**config.mk**
```make
export PLATFORM = sky130hd
export DESIGN_NAME = gated_totalizer_with_dio
export DESIGN_NICKNAME = d
export VERILOG_FILES = /design/src/rtl/totalizer_pkg.sv /design/src/rtl/sync2.sv /design/src/rtl/gated_totalizer_with_dio.sv
export VERILOG_INCLUDE_DIRS = /design/src /design/src/rtl
export SDC_FILE = /design/constraint.sdc
export NUM_CORES = 1
export LEC_CHECK = 0
export BUFFER_PORTS_ARGS = -buffer_cell sky130_fd_sc_hd__buf_4
export CAP_MARGIN = 20
export CORE_MARGIN = 1.5
export CORE_UTILIZATION = 45
export CTS_CLUSTER_SIZE = 14
export DETAILED_ROUTE_END_ITERATION = 7
export GPL_TIMING_DRIVEN = 0
export PLACE_DENSITY = 0.81
export REMOVE_ABC_BUFFERS = 1
export SYNTH_ARGS = -nofsm -noshare
export SYNTH_HDL_FRONTEND = slang
export SYNTH_SLANG_ARGS = --single-unit
```
**constraint.sdc**
```tcl
create_clock -name sys_clk_i -period 4.2 [get_ports sys_clk_i]
set_clock_uncertainty 0.2 [all_clocks]
set_input_delay 1.05 -clock sys_clk_i [delete_from_list [all_inputs] [get_ports sys_clk_i]]
set_output_delay 1.05 -clock sys_clk_i [all_outputs]
set_load 0.05 [all_outputs]
```
**src/rtl/totalizer_defs.svh**
```systemverilog
`ifndef TOTALIZER_DEFS_SVH
`define TOTALIZER_DEFS_SVH
`define CNT_W 26
`define CNT_MAX 26'h3FFFFFF
`define PORT_W 8
`define DAC_W 16
`define CLK_HZ 40000000
`define PULSE_MAX_HZ 100000
// Cycles in the shortest half period of the pulse input (rounded down)
`define PULSE_HALF_CYC ((`CLK_HZ / `PULSE_MAX_HZ) / 2)
`endif

```
**src/rtl/totalizer_pkg.sv**
```systemverilog
`default_nettype none
package totalizer_pkg;
  typedef enum logic [1:0] {
    RD_NONE = 2'b00,
    RD_PORT = 2'b01,
    RD_WORD = 2'b10,
    RD_COUNT = 2'b11
  } read_kind_e;
endpackage : totalizer_pkg
`default_nettype wire

```
**src/rtl/sync2.sv**
```systemverilog
`include "totalizer_defs.svh"
`default_nettype none
module sync2 #(
  parameter int W = 3
) (
  input wire logic sys_clk_i,
  input wire logic rst_n_i,
  input wire logic [W-1:0] d_i,
  output logic [W-1:0] q_o
);
  if (W < 1) begin : g_bad_w
    $error("Synchroniser width must be at least one");
  end
  typedef struct packed {
    logic [W-1:0] s1;
    logic [W-1:0] s2;
  } sync_s;
  sync_s st_ff;
  sync_s nxt_st;

  always_comb begin
    nxt_st.s1 = d_i;
    nxt_st.s2 = st_ff.s1;
  end

  always_ff @(posedge sys_clk_i or negedge rst_n_i) begin
    if (!rst_n_i) begin
      st_ff <= '0;
    end else begin
      st_ff <= nxt_st;
    end
  end

  assign q_o = st_ff.s2;
endmodule : sync2
`default_nettype wire

```
**src/rtl/gated_totalizer_with_dio.sv**
```systemverilog
`include "totalizer_defs.svh"
`default_nettype none
module gated_totalizer_with_dio
  import totalizer_pkg::*;
#(
  parameter int CNT_W = `CNT_W,
  parameter int PORT_W = `PORT_W,
  parameter int DAC_W = `DAC_W
) (
  input wire logic sys_clk_i,
  input wire logic resetn_i,
  // Field side
  input wire logic pulse_i,
  input wire logic gate_hi_i,
  input wire logic gate_lo_n_i,
  input wire logic [PORT_W-1:0] port0_pin_i,
  input wire logic [PORT_W-1:0] port1_pin_i,
  output logic [PORT_W-1:0] port0_pin_o,
  output logic [PORT_W-1:0] port0_pin_oe_o,
  output logic [PORT_W-1:0] port1_pin_o,
  output logic [PORT_W-1:0] port1_pin_oe_o,
  output logic [DAC_W-1:0] dac0_code_o,
  output logic [DAC_W-1:0] dac1_code_o,
  // Host side
  input wire logic count_falling_i,
  input wire logic count_clear_i,
  input wire logic [PORT_W-1:0] port0_drive_i,
  input wire logic [PORT_W-1:0] port1_drive_i,
  input wire logic dac0_wr_i,
  input wire logic dac1_wr_i,
  input wire logic [DAC_W-1:0] dac_code_i,
  input wire logic port0_in_scan_i,
  input wire logic port1_in_scan_i,
  input wire logic rd_req_i,
  input wire logic rd_remote_i,
  input wire logic [1:0] rd_kind_i,
  input wire logic rd_port_sel_i,
  output logic rd_valid_o,
  output logic rd_refused_o,
  output logic [CNT_W-1:0] rd_data_o,
  output logic [CNT_W-1:0] count_o
);
  // ==========================================================
  // Parameter check
  // The wrap assertion and the read packing assume these sizes
  if (CNT_W != `CNT_W || PORT_W != `PORT_W || DAC_W != `DAC_W) begin : g_bad_width
    $error("Widths must match the counter and port sizes");
  end

  // ==========================================================
  // Reset release and input synchronisers
  logic rst_a_ff;
  logic rst_n_ff;
  always_ff @(posedge sys_clk_i or negedge resetn_i) begin
    if (!resetn_i) begin
      rst_a_ff <= 1'b0;
      rst_n_ff <= 1'b0;
    end else begin
      rst_a_ff <= 1'b1;
      rst_n_ff <= rst_a_ff;
    end
  end

  logic [2:0] sync_q;
  sync2 #(.W(3)) u_sync (
    .sys_clk_i(sys_clk_i),
    .rst_n_i(rst_n_ff),
    .d_i({pulse_i, gate_hi_i, gate_lo_n_i}),
    .q_o(sync_q)
  );
  logic pulse_s;
  logic gate_hi_s;
  logic gate_lo_n_s;
  assign pulse_s = sync_q[2];
  assign gate_hi_s = sync_q[1];
  assign gate_lo_n_s = sync_q[0];

  // ==========================================================
  // State
  typedef struct packed {
    logic pulse_d;
    logic [CNT_W-1:0] count;
    logic [PORT_W-1:0] p0_oe;
    logic [PORT_W-1:0] p1_oe;
    logic [DAC_W-1:0] dac0;
    logic [DAC_W-1:0] dac1;
    logic rd_valid;
    logic rd_refused;
    logic [CNT_W-1:0] rd_data;
  } core_s;
  core_s st_ff;
  core_s nxt_st;

  function automatic logic [CNT_W-1:0] widen(input logic [2*PORT_W-1:0] v);
    widen = {{(CNT_W-2*PORT_W){1'b0}}, v};
  endfunction : widen

  logic edge_hit;
  logic gates_open;
  always_comb begin
    nxt_st = st_ff;
    // Only the chosen edge qualifies; each edge is seen once at 40 MHz
    edge_hit = count_falling_i ? (st_ff.pulse_d & ~pulse_s)
                               : (~st_ff.pulse_d & pulse_s);
    gates_open = gate_hi_s & ~gate_lo_n_s;
    nxt_st.pulse_d = pulse_s;
    if (count_clear_i) begin
      nxt_st.count = '0;
    end else if (edge_hit && gates_open) begin
      // Natural 26-bit overflow wraps the max to zero
      nxt_st.count = st_ff.count + 1'b1;
    end
    // Open drain: a 0 bit pulls low, a 1 bit releases the pin
    nxt_st.p0_oe = ~port0_drive_i;
    nxt_st.p1_oe = ~port1_drive_i;
    if (dac0_wr_i) begin
      nxt_st.dac0 = dac_code_i;
    end
    if (dac1_wr_i) begin
      nxt_st.dac1 = dac_code_i;
    end
    nxt_st.rd_valid = 1'b0;
    nxt_st.rd_refused = 1'b0;
    if (rd_req_i) begin
      case (read_kind_e'(rd_kind_i))
        RD_PORT: begin
          nxt_st.rd_valid = 1'b1;
          nxt_st.rd_data = widen({{PORT_W{1'b0}},
                                  rd_port_sel_i ? port1_pin_i : port0_pin_i});
        end
        RD_WORD: begin
          // Front panel never gets the word; remote only outside the scan list
          if (rd_remote_i && !port0_in_scan_i && !port1_in_scan_i) begin
            nxt_st.rd_valid = 1'b1;
            nxt_st.rd_data = widen({port1_pin_i, port0_pin_i});
          end else begin
            nxt_st.rd_refused = 1'b1;
          end
        end
        RD_COUNT: begin
          nxt_st.rd_valid = 1'b1;
          nxt_st.rd_data = st_ff.count;
        end
        default: begin
          nxt_st.rd_refused = 1'b1;
        end
      endcase
    end
  end

  always_ff @(posedge sys_clk_i or negedge rst_n_ff) begin
    if (!rst_n_ff) begin
      st_ff <= '0;
    end else begin
      st_ff <= nxt_st;
    end
  end

  assign count_o = st_ff.count;
  assign port0_pin_o = '0;
  assign port1_pin_o = '0;
  assign port0_pin_oe_o = st_ff.p0_oe;
  assign port1_pin_oe_o = st_ff.p1_oe;
  assign dac0_code_o = st_ff.dac0;
  assign dac1_code_o = st_ff.dac1;
  assign rd_valid_o = st_ff.rd_valid;
  assign rd_refused_o = st_ff.rd_refused;
  assign rd_data_o = st_ff.rd_data;
endmodule : gated_totalizer_with_dio
`default_nettype wire

```
==> metrics.yaml, run 1 <==
final_layout:
  multiInputGateArea_mm2: 0.00172
  fin_nets: 641
  drive_gt1_frac: 0.396
  final_common_cell: "buf_4"
  final_cells: 728
  final_cell_mix: "buf_4 (165), dfrtp_1 (110), nand2_1 (58)"
  n_antenna_cell: 0
  fillers: 1047
  seq_area_mm2: 0.00278
  layout-area-overhead-vs-synth_pct: 15.4
synth:
  synth_mux_area_frac: 0.100
  synth.largest_area_cell: "dfrtp_1"
  syn_area_mm2: 0.00545
  synthTopCellsByArea: "dfrtp_1 (51%), buf_4 (16%), mux2_2 (9.1%)"
  synth_top_family_by_area: "buffers and inverters"
  synth-compound-area-share: 0.0558
  synth-xor-area-share: 0.0305
  ys_ff_latch: 111
  synth_edf_count: 0
  seq_area_frac_synth: 0.509
  synth_warnings: 0
  avgSynthCellArea_um2: 10.5
  synth_ff_type: "dfrtp_1"
  synth_fa_ha_area_frac: 0.00229
  ys_async_sr_fraction: 1.00
  postSynthCellCount: 520
  synthSimpleGateAreaFrac: 0.114
  ys_types: 39
  synth_top_area_frac: 0.509
grt:
  grt_max_degree: 65
  grt_pass1_wl_mm: 17.4
  antenna_found_initial: 0
  grt_usage: 0.172
  grt_pass1_vias: 3538
  overflow: 0
floorplan:
  start_util: 0.458
  fp.dieW_um: 113
  die-area_mm2: 0.0128
  fp-row-count: 40
  io-pin-count: 182
  coreArea_mm2: 0.0119
  die_y_um: 113
clock_tree:
  cts_tree: "done"
  clock-sinks: 111
  htreeDepth: 3
  clkLatencyLatePin_ps: 340
  clock_tree.root_cell: "clkbuf_16"
  cts_hold_buffers: 0
  postCtsResizedCells: 0
  numCtsBuffers: 9
  cts_buffer_depth: 2
  cts_setup_buffers: 0
  clk_pin_slew_ps: 70
placement:
  dp_cells: 712
  portBuffers: 165
  gp_congestion: 0.812
  hpwl_mm: 7.84
worst_setup_path:
  r2r-end: "count_o[15]"
  r2r-start: "st_ff[102]"
  start_kind: "input pin"
  crit_type: "input pin to flop"
  crit_fanout: 13
  required_ps: 4220
  end_kind: "flop"
  cp.arrival_ps: 2780
  r2r_slack_ps: 1860
  r2r_cells: 5
timing:
  max_freq_mhz: 362
  period_share: 0.657
  final_max_slew_viol_count: 0
  rsz0062_at_grt: "false"
  final.min_clock_period_ps: 2760
  relSlewSlack: 0.387
  finalHoldViolations: 0
  setup_viol: 0
  tightest_slew_ps: 918
detailed_routing:
  firstDrtPassIters: 4
  ant_nets: 0
  post_drt_via_cell_ratio: 4.87
  wl_mm: 10.6
  drt_iter0_markers: 239
  wire_per_inst_um: 14.5
  vias: 3543
  drc_errors: 0
pwr:
  ir_drop_v: 0.000186
  power.density_mw_per_mm2: 392
  power_uw: 2470
  p_leak_uw: 0.00298
hold_path:
  hold_depth: 0
  min_from: "u_sync.nxt_st[2]"
  hold_end: "u_sync.q_o[2]"
  min-delay-path-class: "flop to flop"
status:
  run_status: "completed"
run:
  maxCapViolCount: 0
-- cells in the mapped netlist (2+ instances only) --
cell / n
xnor2_1: 18
or3_1: 6
conb_1: 2
nor4_1: 5
o21ai_0: 31
o31ai_1: 5
and2_1: 4
o22ai_1: 4
clkbuf_1: 16
nand2_1: 58
buf_4: 116
nand3_1: 4
mux2_2: 44
dfrtp_1: 111
mux2i_1: 5
and4_1: 3
nand2b_1: 2
buf_1: 3
nor2b_1: 2
nor2_1: 26
a21oi_1: 6
nand4_1: 6
inv_1: 19
nor3_1: 9
-- final cells by class --
class,count,area share
clock buffer,10,0.0364
clock inverter,6,0.00716
inverter,19,0.0113
multi-input combinational,269,0.273
sequential,111,0.442
tap,147,0.0292
timing repair buffer,166,0.201
-- worst max-delay path: stages --
cell       delay [ps]
buf_4             110
nor3b_1           390
o2111ai_1         540
nor4_1            470
xnor2_1           170
nor2_1             50
-- how the worst max path moves through the flow --
stage / slack [ps] / end / depth (start not counted) / start
2_1_floorplan: 680 / count_o[0] / 0 / rst_n_ff
3_3_place_gp: -360 / rd_data_o[9] / 0 / rst_n_ff
3_5_place_dp: 1140 / count_o[15] / 6 / count_falling_i
4_1_cts: 1510 / count_o[15] / 6 / count_falling_i
5_1_grt: 1150 / count_o[15] / 6 / count_falling_i
6_report: 1440 / count_o[15] / 6 / count_falling_i
-- metal layers --
layer	GRT usage	vias up	wire, um
li1	-	1697	-
met2	0.300	136	5390
met1	0.207	1693	4290
met4	0.0717	0	195
met3	0.0364	17	705
met5	0	-	0
-- logic make-up (layout without fill, tap and decap cells) --
family                     Yosys count  in the layout
buffers and inverters              155            201
adders and majority gates            1              1
DFF                                111            111
other                                2             17
xor gates and xnor gates            19             19
AOI/OAI and AO/OA                   51             51
muxes                               49             49
and+or+nand+nor                    132            132
-- power by group --
part           internal [uW]  total [uW]  switching [uW]
clock network            406         792             386
logic                    164         506             342
registers               1130        1170            39.1
total                   1700        2470             767
-- registers in the layout, indices dropped and copies added, names as in the netlist --
name	count
u_sync.q_o	3
port1_pin_oe_o	8
dac0_code_o	16
rd_valid_o	1
u_sync.nxt_st	3
count_o	26
rd_refused_o	1
rst_n_ff	1
st_ff	1
rd_data_o	26
rst_a_ff	1
port0_pin_oe_o	8
dac1_code_o	16
-- stage by stage --
stage | TNS, ps | hold WS, ps | setup slack [ps] | util | instance area (um2)
floorplan | 0 | 131 | 679 | - | 4560
global placement | -38810 | 135 | -361 | 0.502 | 5980
global route | 0 | 161 | 1150 | 0.528 | 6290
detailed placement | 0 | 135 | 1140 | 0.505 | 6020
finish | 0 | 150 | 1440 | 0.528 | 6290
CTS | 0 | 152 | 1510 | 0.528 | 6290
No activity file was read; power rests on OpenSTA's default activity.
==> run 2: changes to the inputs <==
==> constraint.sdc (replaced) <==
create_clock -name sys_clk_i -period 2.8 [get_ports sys_clk_i]
set_clock_uncertainty 0.2 [all_clocks]
set_input_delay 0.7 -clock sys_clk_i [delete_from_list [all_inputs] [get_ports sys_clk_i]]
set_output_delay 0.7 -clock sys_clk_i [all_outputs]
set_load 0.05 [all_outputs]
==> run 2 against run 1 <==
  * Worst setup slack lost 1100 ps
  * Sequential power up 50%
  * Critical path type unchanged
  * Combinational power rose by 50%
  * Highest routed layer unchanged
  * Power up 50%
  * Routed wire length is essentially flat
  * Die area unchanged
  * Largest cell class unchanged
  * Clock-buffer cell count stayed put
  * Clock power grew 50%
==> metrics.yaml, run 2 (synthesis results as in run 1) <==
status:
  run_status: "completed"
timing:
  fin_tns_setup_ps: 0
  final.min_clock_period_ps: 2420
  relSlewSlack: 0.385
  tightest_slew_ps: 921
  finalHoldViolations: 0
  max_freq_mhz: 414
  holdWs_ps: 150
  setup_viol: 0
  rsz0062_at_grt: "false"
  final_max_slew_viol_count: 0
  period_share: 0.863
  fin_ws_ps: 383
placement:
  place_ws_ps: 88.1
  dpl-instance-area_mm2: 0.00602
  gp_congestion: 0.812
  hpwl_mm: 7.84
  portBuffers: 165
clock_tree:
  clk_pin_slew_ps: 70
  numCtsBuffers: 9
  clock_tree.root_cell: "clkbuf_16"
  clkLatencyLatePin_ps: 340
  postCtsResizedCells: 0
  clock-sinks: 111
  cts_tree: "done"
  cts_buffer_depth: 2
  htreeDepth: 3
detailed_routing:
  post_drt_via_cell_ratio: 4.88
  wl_met1_mm: 4.36
  wire_per_inst_um: 14.5
  wl_met2_mm: 5.38
  ant_nets: 0
  highest_layer: "met4"
  dr_wl_met3_um: 661
  drc_errors: 0
  firstDrtPassIters: 4
  drt_iter0_markers: 222
  wl_mm: 10.6
  vias: 3560
floorplan:
  start_util: 0.458
  io-pin-count: 182
  fp.dieW_um: 113
  die-area_mm2: 0.0128
  fp-row-count: 40
  coreArea_mm2: 0.0119
  die_y_um: 113
pwr:
  power.density_mw_per_mm2: 588
  p_leak_uw: 0.00298
  ir_drop_v: 0.000280
grt:
  grt_pass1_vias: 3544
  antenna_found_initial: 0
  grt_usage: 0.172
  grt_pass1_wl_mm: 17.4
  overflow: 0
  grt_max_degree: 65
final_layout:
  layout-area-overhead-vs-synth_pct: 15.6
  drive_gt1_frac: 0.395
  n_antenna_cell: 0
  finish.instance_area_mm2: 0.00630
  final_cell_mix: "buf_4 (165), dfrtp_1 (110), nand2_1 (58)"
  fin_nets: 642
  final_common_cell: "buf_4"
run:
  maxCapViolCount: 0
worst_setup_path:
  required_ps: 2820
  crit_fanout: 13
  start_kind: "input pin"
  crit_type: "input pin to flop"
  cp.arrival_ps: 2440
  end_kind: "flop"
hold_path:
  min-delay-path-class: "flop to flop"
## run 2: path summary, 6_finish.rpt
path                                  end  slack, ps             start  cells after the start
max                           count_o[15]        380   count_falling_i                      6
min                         u_sync.q_o[2]        150  u_sync.nxt_st[2]                      0
max reg2reg                   count_o[15]        450        st_ff[102]                      5
min reg2reg                 u_sync.q_o[2]        150  u_sync.nxt_st[2]                      0
max in group asynchronous  dac0_code_o[7]       1540          rst_n_ff                      1
min in group asynchronous   rd_data_o[24]        160          rst_n_ff                      0
## run 2: cell type report
class	count	area [um2]
tap	147	184
sequential	111	2780
timing repair buffer	167	1280
multi-input combinational	269	1720
clock inverter	6	45.0
fill	1045	5610
inverter	19	71.3
clock buffer	10	229
## run 2: metal layers
metal | vias to the layer above | track usage
met2 | 127 | 0.300
met4 | 0 | 0.0717
met3 | 17 | 0.0364
met1 | 1718 | 0.207
li1 | 1698 | -
met5 | - | 0
## run 2: what timing repair did
item	4_1_cts	5_1_grt
hold endpoints to repair	2	0
hold buffers	1	0
setup buffers	0	0
## run 2: per-stage QoR
step	instances	power (uW)	utilization
4_1_cts	729	3760	0.529
3_5_place_dp	712	2550	0.505
5_1_grt	729	3860	0.529
3_3_place_gp	711	2530	0.502
2_1_floorplan	399	2260	-
6_report	729	3700	0.529
## run 2: power by group
| part | switching, uW | internal [uW] |
|---|---|---|
| sequential | 58.8 | 1700 |
| combinational | 513 | 246 |
| clock | 581 | 609 |
| total | 1150 | 2550 |
## run 2: critical path: stages
cell and delay (ps):
buf_4 110, nor3b_1 390, o2111ai_1 540, nor4_1 470, xnor2_1 170, nor2_1 50
==> run 3: changes to the inputs <==
--- a/config.mk
+++ b/config.mk
@@ -7,7 +7,6 @@
 export NUM_CORES = 1
 export LEC_CHECK = 0
 export BUFFER_PORTS_ARGS = -buffer_cell sky130_fd_sc_hd__buf_4
-export CAP_MARGIN = 20
 export CORE_MARGIN = 1.5
 export CORE_UTILIZATION = 45
 export CTS_CLUSTER_SIZE = 14
==> constraint.sdc (replaced) <==
create_clock -name sys_clk_i -period 2.45 [get_ports sys_clk_i]
set_clock_uncertainty 0.2 [all_clocks]
set_input_delay 0.6125 -clock sys_clk_i [delete_from_list [all_inputs] [get_ports sys_clk_i]]
set_output_delay 0.6125 -clock sys_clk_i [all_outputs]
set_load 0.05 [all_outputs]
==> run 3 against run 2 <==
  * Sequential power up 15%
  * Final cell count unchanged
  * Global-route usage unchanged
  * Sequential share of layout area down 0.079 points
  * Flip-flop and latch count unchanged
  * Combinational power up 14%
  * Clock power up 14%
  * Utilization up 0.094 points
  * Non-clock buffer count unchanged
  * Power up 14%
  * Via count up 0.45%
  * Register-to-register slack worse by 260 ps
  * Highest routed layer unchanged
==> metrics.yaml, run 3 (synthesis results as in run 1) <==
status:
  run_status: "completed"
timing:
  final_max_slew_viol_count: 0
  fin_tns_setup_ps: 0
  relSlewSlack: 0.422
  tightest_slew_ps: 867
  fin_ws_ps: 190
  rsz0062_at_grt: "false"
  max_freq_mhz: 443
  finalHoldViolations: 0
  final.min_clock_period_ps: 2260
  setup_viol: 0
  period_share: 0.922
floorplan:
  start_util: 0.458
  io-pin-count: 182
  fp.dieW_um: 113
  coreArea_mm2: 0.0119
  fp-row-count: 40
  die_y_um: 113
  die-area_mm2: 0.0128
worst_setup_path:
  cp.arrival_ps: 2330
  crit_type: "flop to flop"
  start_kind: "flop"
  required_ps: 2520
  end_kind: "flop"
  r2r_slack_ps: 190
  r2r-end: "count_o[25]"
  crit_fanout: 8
  r2r-start: "count_o[7]"
  r2r_cells: 5
hold_path:
  hold_depth: 0
  hold_end: "u_sync.q_o[2]"
  min-delay-path-class: "flop to flop"
  min_from: "u_sync.nxt_st[2]"
grt:
  grt_usage: 0.172
  grt_max_degree: 65
  antenna_found_initial: 0
  grt_pass1_wl_mm: 17.4
  grt_pass1_vias: 3544
  overflow: 0
clock_tree:
  clkLatencyLatePin_ps: 340
  clock_tree.root_cell: "clkbuf_16"
  clock-sinks: 111
  numCtsBuffers: 9
  htreeDepth: 3
  cts_buffer_depth: 2
  clk_pin_slew_ps: 70
  cts_tree: "done"
pwr:
  p_leak_uw: 0.00299
  power.density_mw_per_mm2: 670
  ir_drop_v: 0.000319
final_layout:
  final_util: 0.530
  final_common_cell: "buf_4"
  final_cell_mix: "buf_4 (165), dfrtp_1 (110), nand2_1 (58)"
  fin_nets: 642
  n_antenna_cell: 0
  drive_gt1_frac: 0.399
  layout-area-overhead-vs-synth_pct: 15.8
placement:
  hpwl_mm: 7.84
  gp_congestion: 0.812
  place_ws_ps: -174
  portBuffers: 165
detailed_routing:
  wire_per_inst_um: 14.5
  post_drt_via_cell_ratio: 4.91
  drt_iter0_markers: 207
  vias: 3576
  ant_nets: 0
  wl_mm: 10.6
  drc_errors: 0
  firstDrtPassIters: 4
run:
  maxCapViolCount: 0
run 3: cell counts in the layout (fill, tap and decap cells not counted):
Identical to the previous run, type by type.
run 3: worst max-delay path by stage:
stage                          from            to  slack (ps)  depth (start not counted)
finish                   count_o[7]   count_o[25]         190                          5
floorplan                  rst_n_ff    count_o[0]       -1070                          0
CTS                      st_ff[102]   count_o[15]         160                          5
global placement           rst_n_ff  rd_data_o[1]       -2110                          0
global route             count_o[7]   count_o[25]         0.8                          5
detailed placement  count_falling_i   count_o[15]        -170                          6
run 3: routing by layer:
| metal | global-route usage | routed length, um | vias up |
|---|---|---|---|
| met1 | 0.207 | 4290 | 1718 |
| met4 | 0.0717 | 195 | 0 |
| met3 | 0.0364 | 654 | 19 |
| li1 | - | - | 1700 |
| met5 | 0 | 0 | - |
| met2 | 0.300 | 5440 | 139 |
run 3: through the flow:
step | power, uW | hold slack, ps | cells | cell area (um2)
after floorplan | 2580 | 117 | 399 | 4560
after global placement | 2890 | 135 | 711 | 5980
after detailed placement | 2920 | 135 | 712 | 6020
after CTS | 4300 | 152 | 729 | 6300
after global routing | 4420 | 160 | 729 | 6310
final | 4230 | 150 | 729 | 6310
run 3: report_power, final:
| group | switching, uW | internal, uW | total, uW |
|---|---|---|---|
| Combinational | 587 | 282 | 869 |
| Clock | 663 | 696 | 1360 |
| Sequential | 67.4 | 1940 | 2010 |
run 3: area by class of cell:
class                           instances  area (um2)
Clock buffer                           10         229
Multi-Input combinational cell        269        1730
Sequential cell                       111        2780
Tap cell                              147         184
Clock inverter                          6        45.0
Inverter                               19        71.3
Timing Repair Buffer                  167        1280
Fill cell                            1045        5600
run 3: worst max-delay path: stages (launching register included):
cell and delay (ps):
dfrtp_1 460, and4_1 340, nand4_1 260, or4_1 470
or3_1 310, a21oi_1 140
run 3: what timing repair did:
| action | 4_1_cts | 5_1_grt |
|---|---|---|
| buffers inserted | 0 | 0 |
| endpoints found under the setup margin | 0 | 10 |
| resized for setup | 0 | 2 |
| hold buffers | 1 | 0 |
| endpoints found under the hold margin | 2 | 0 |
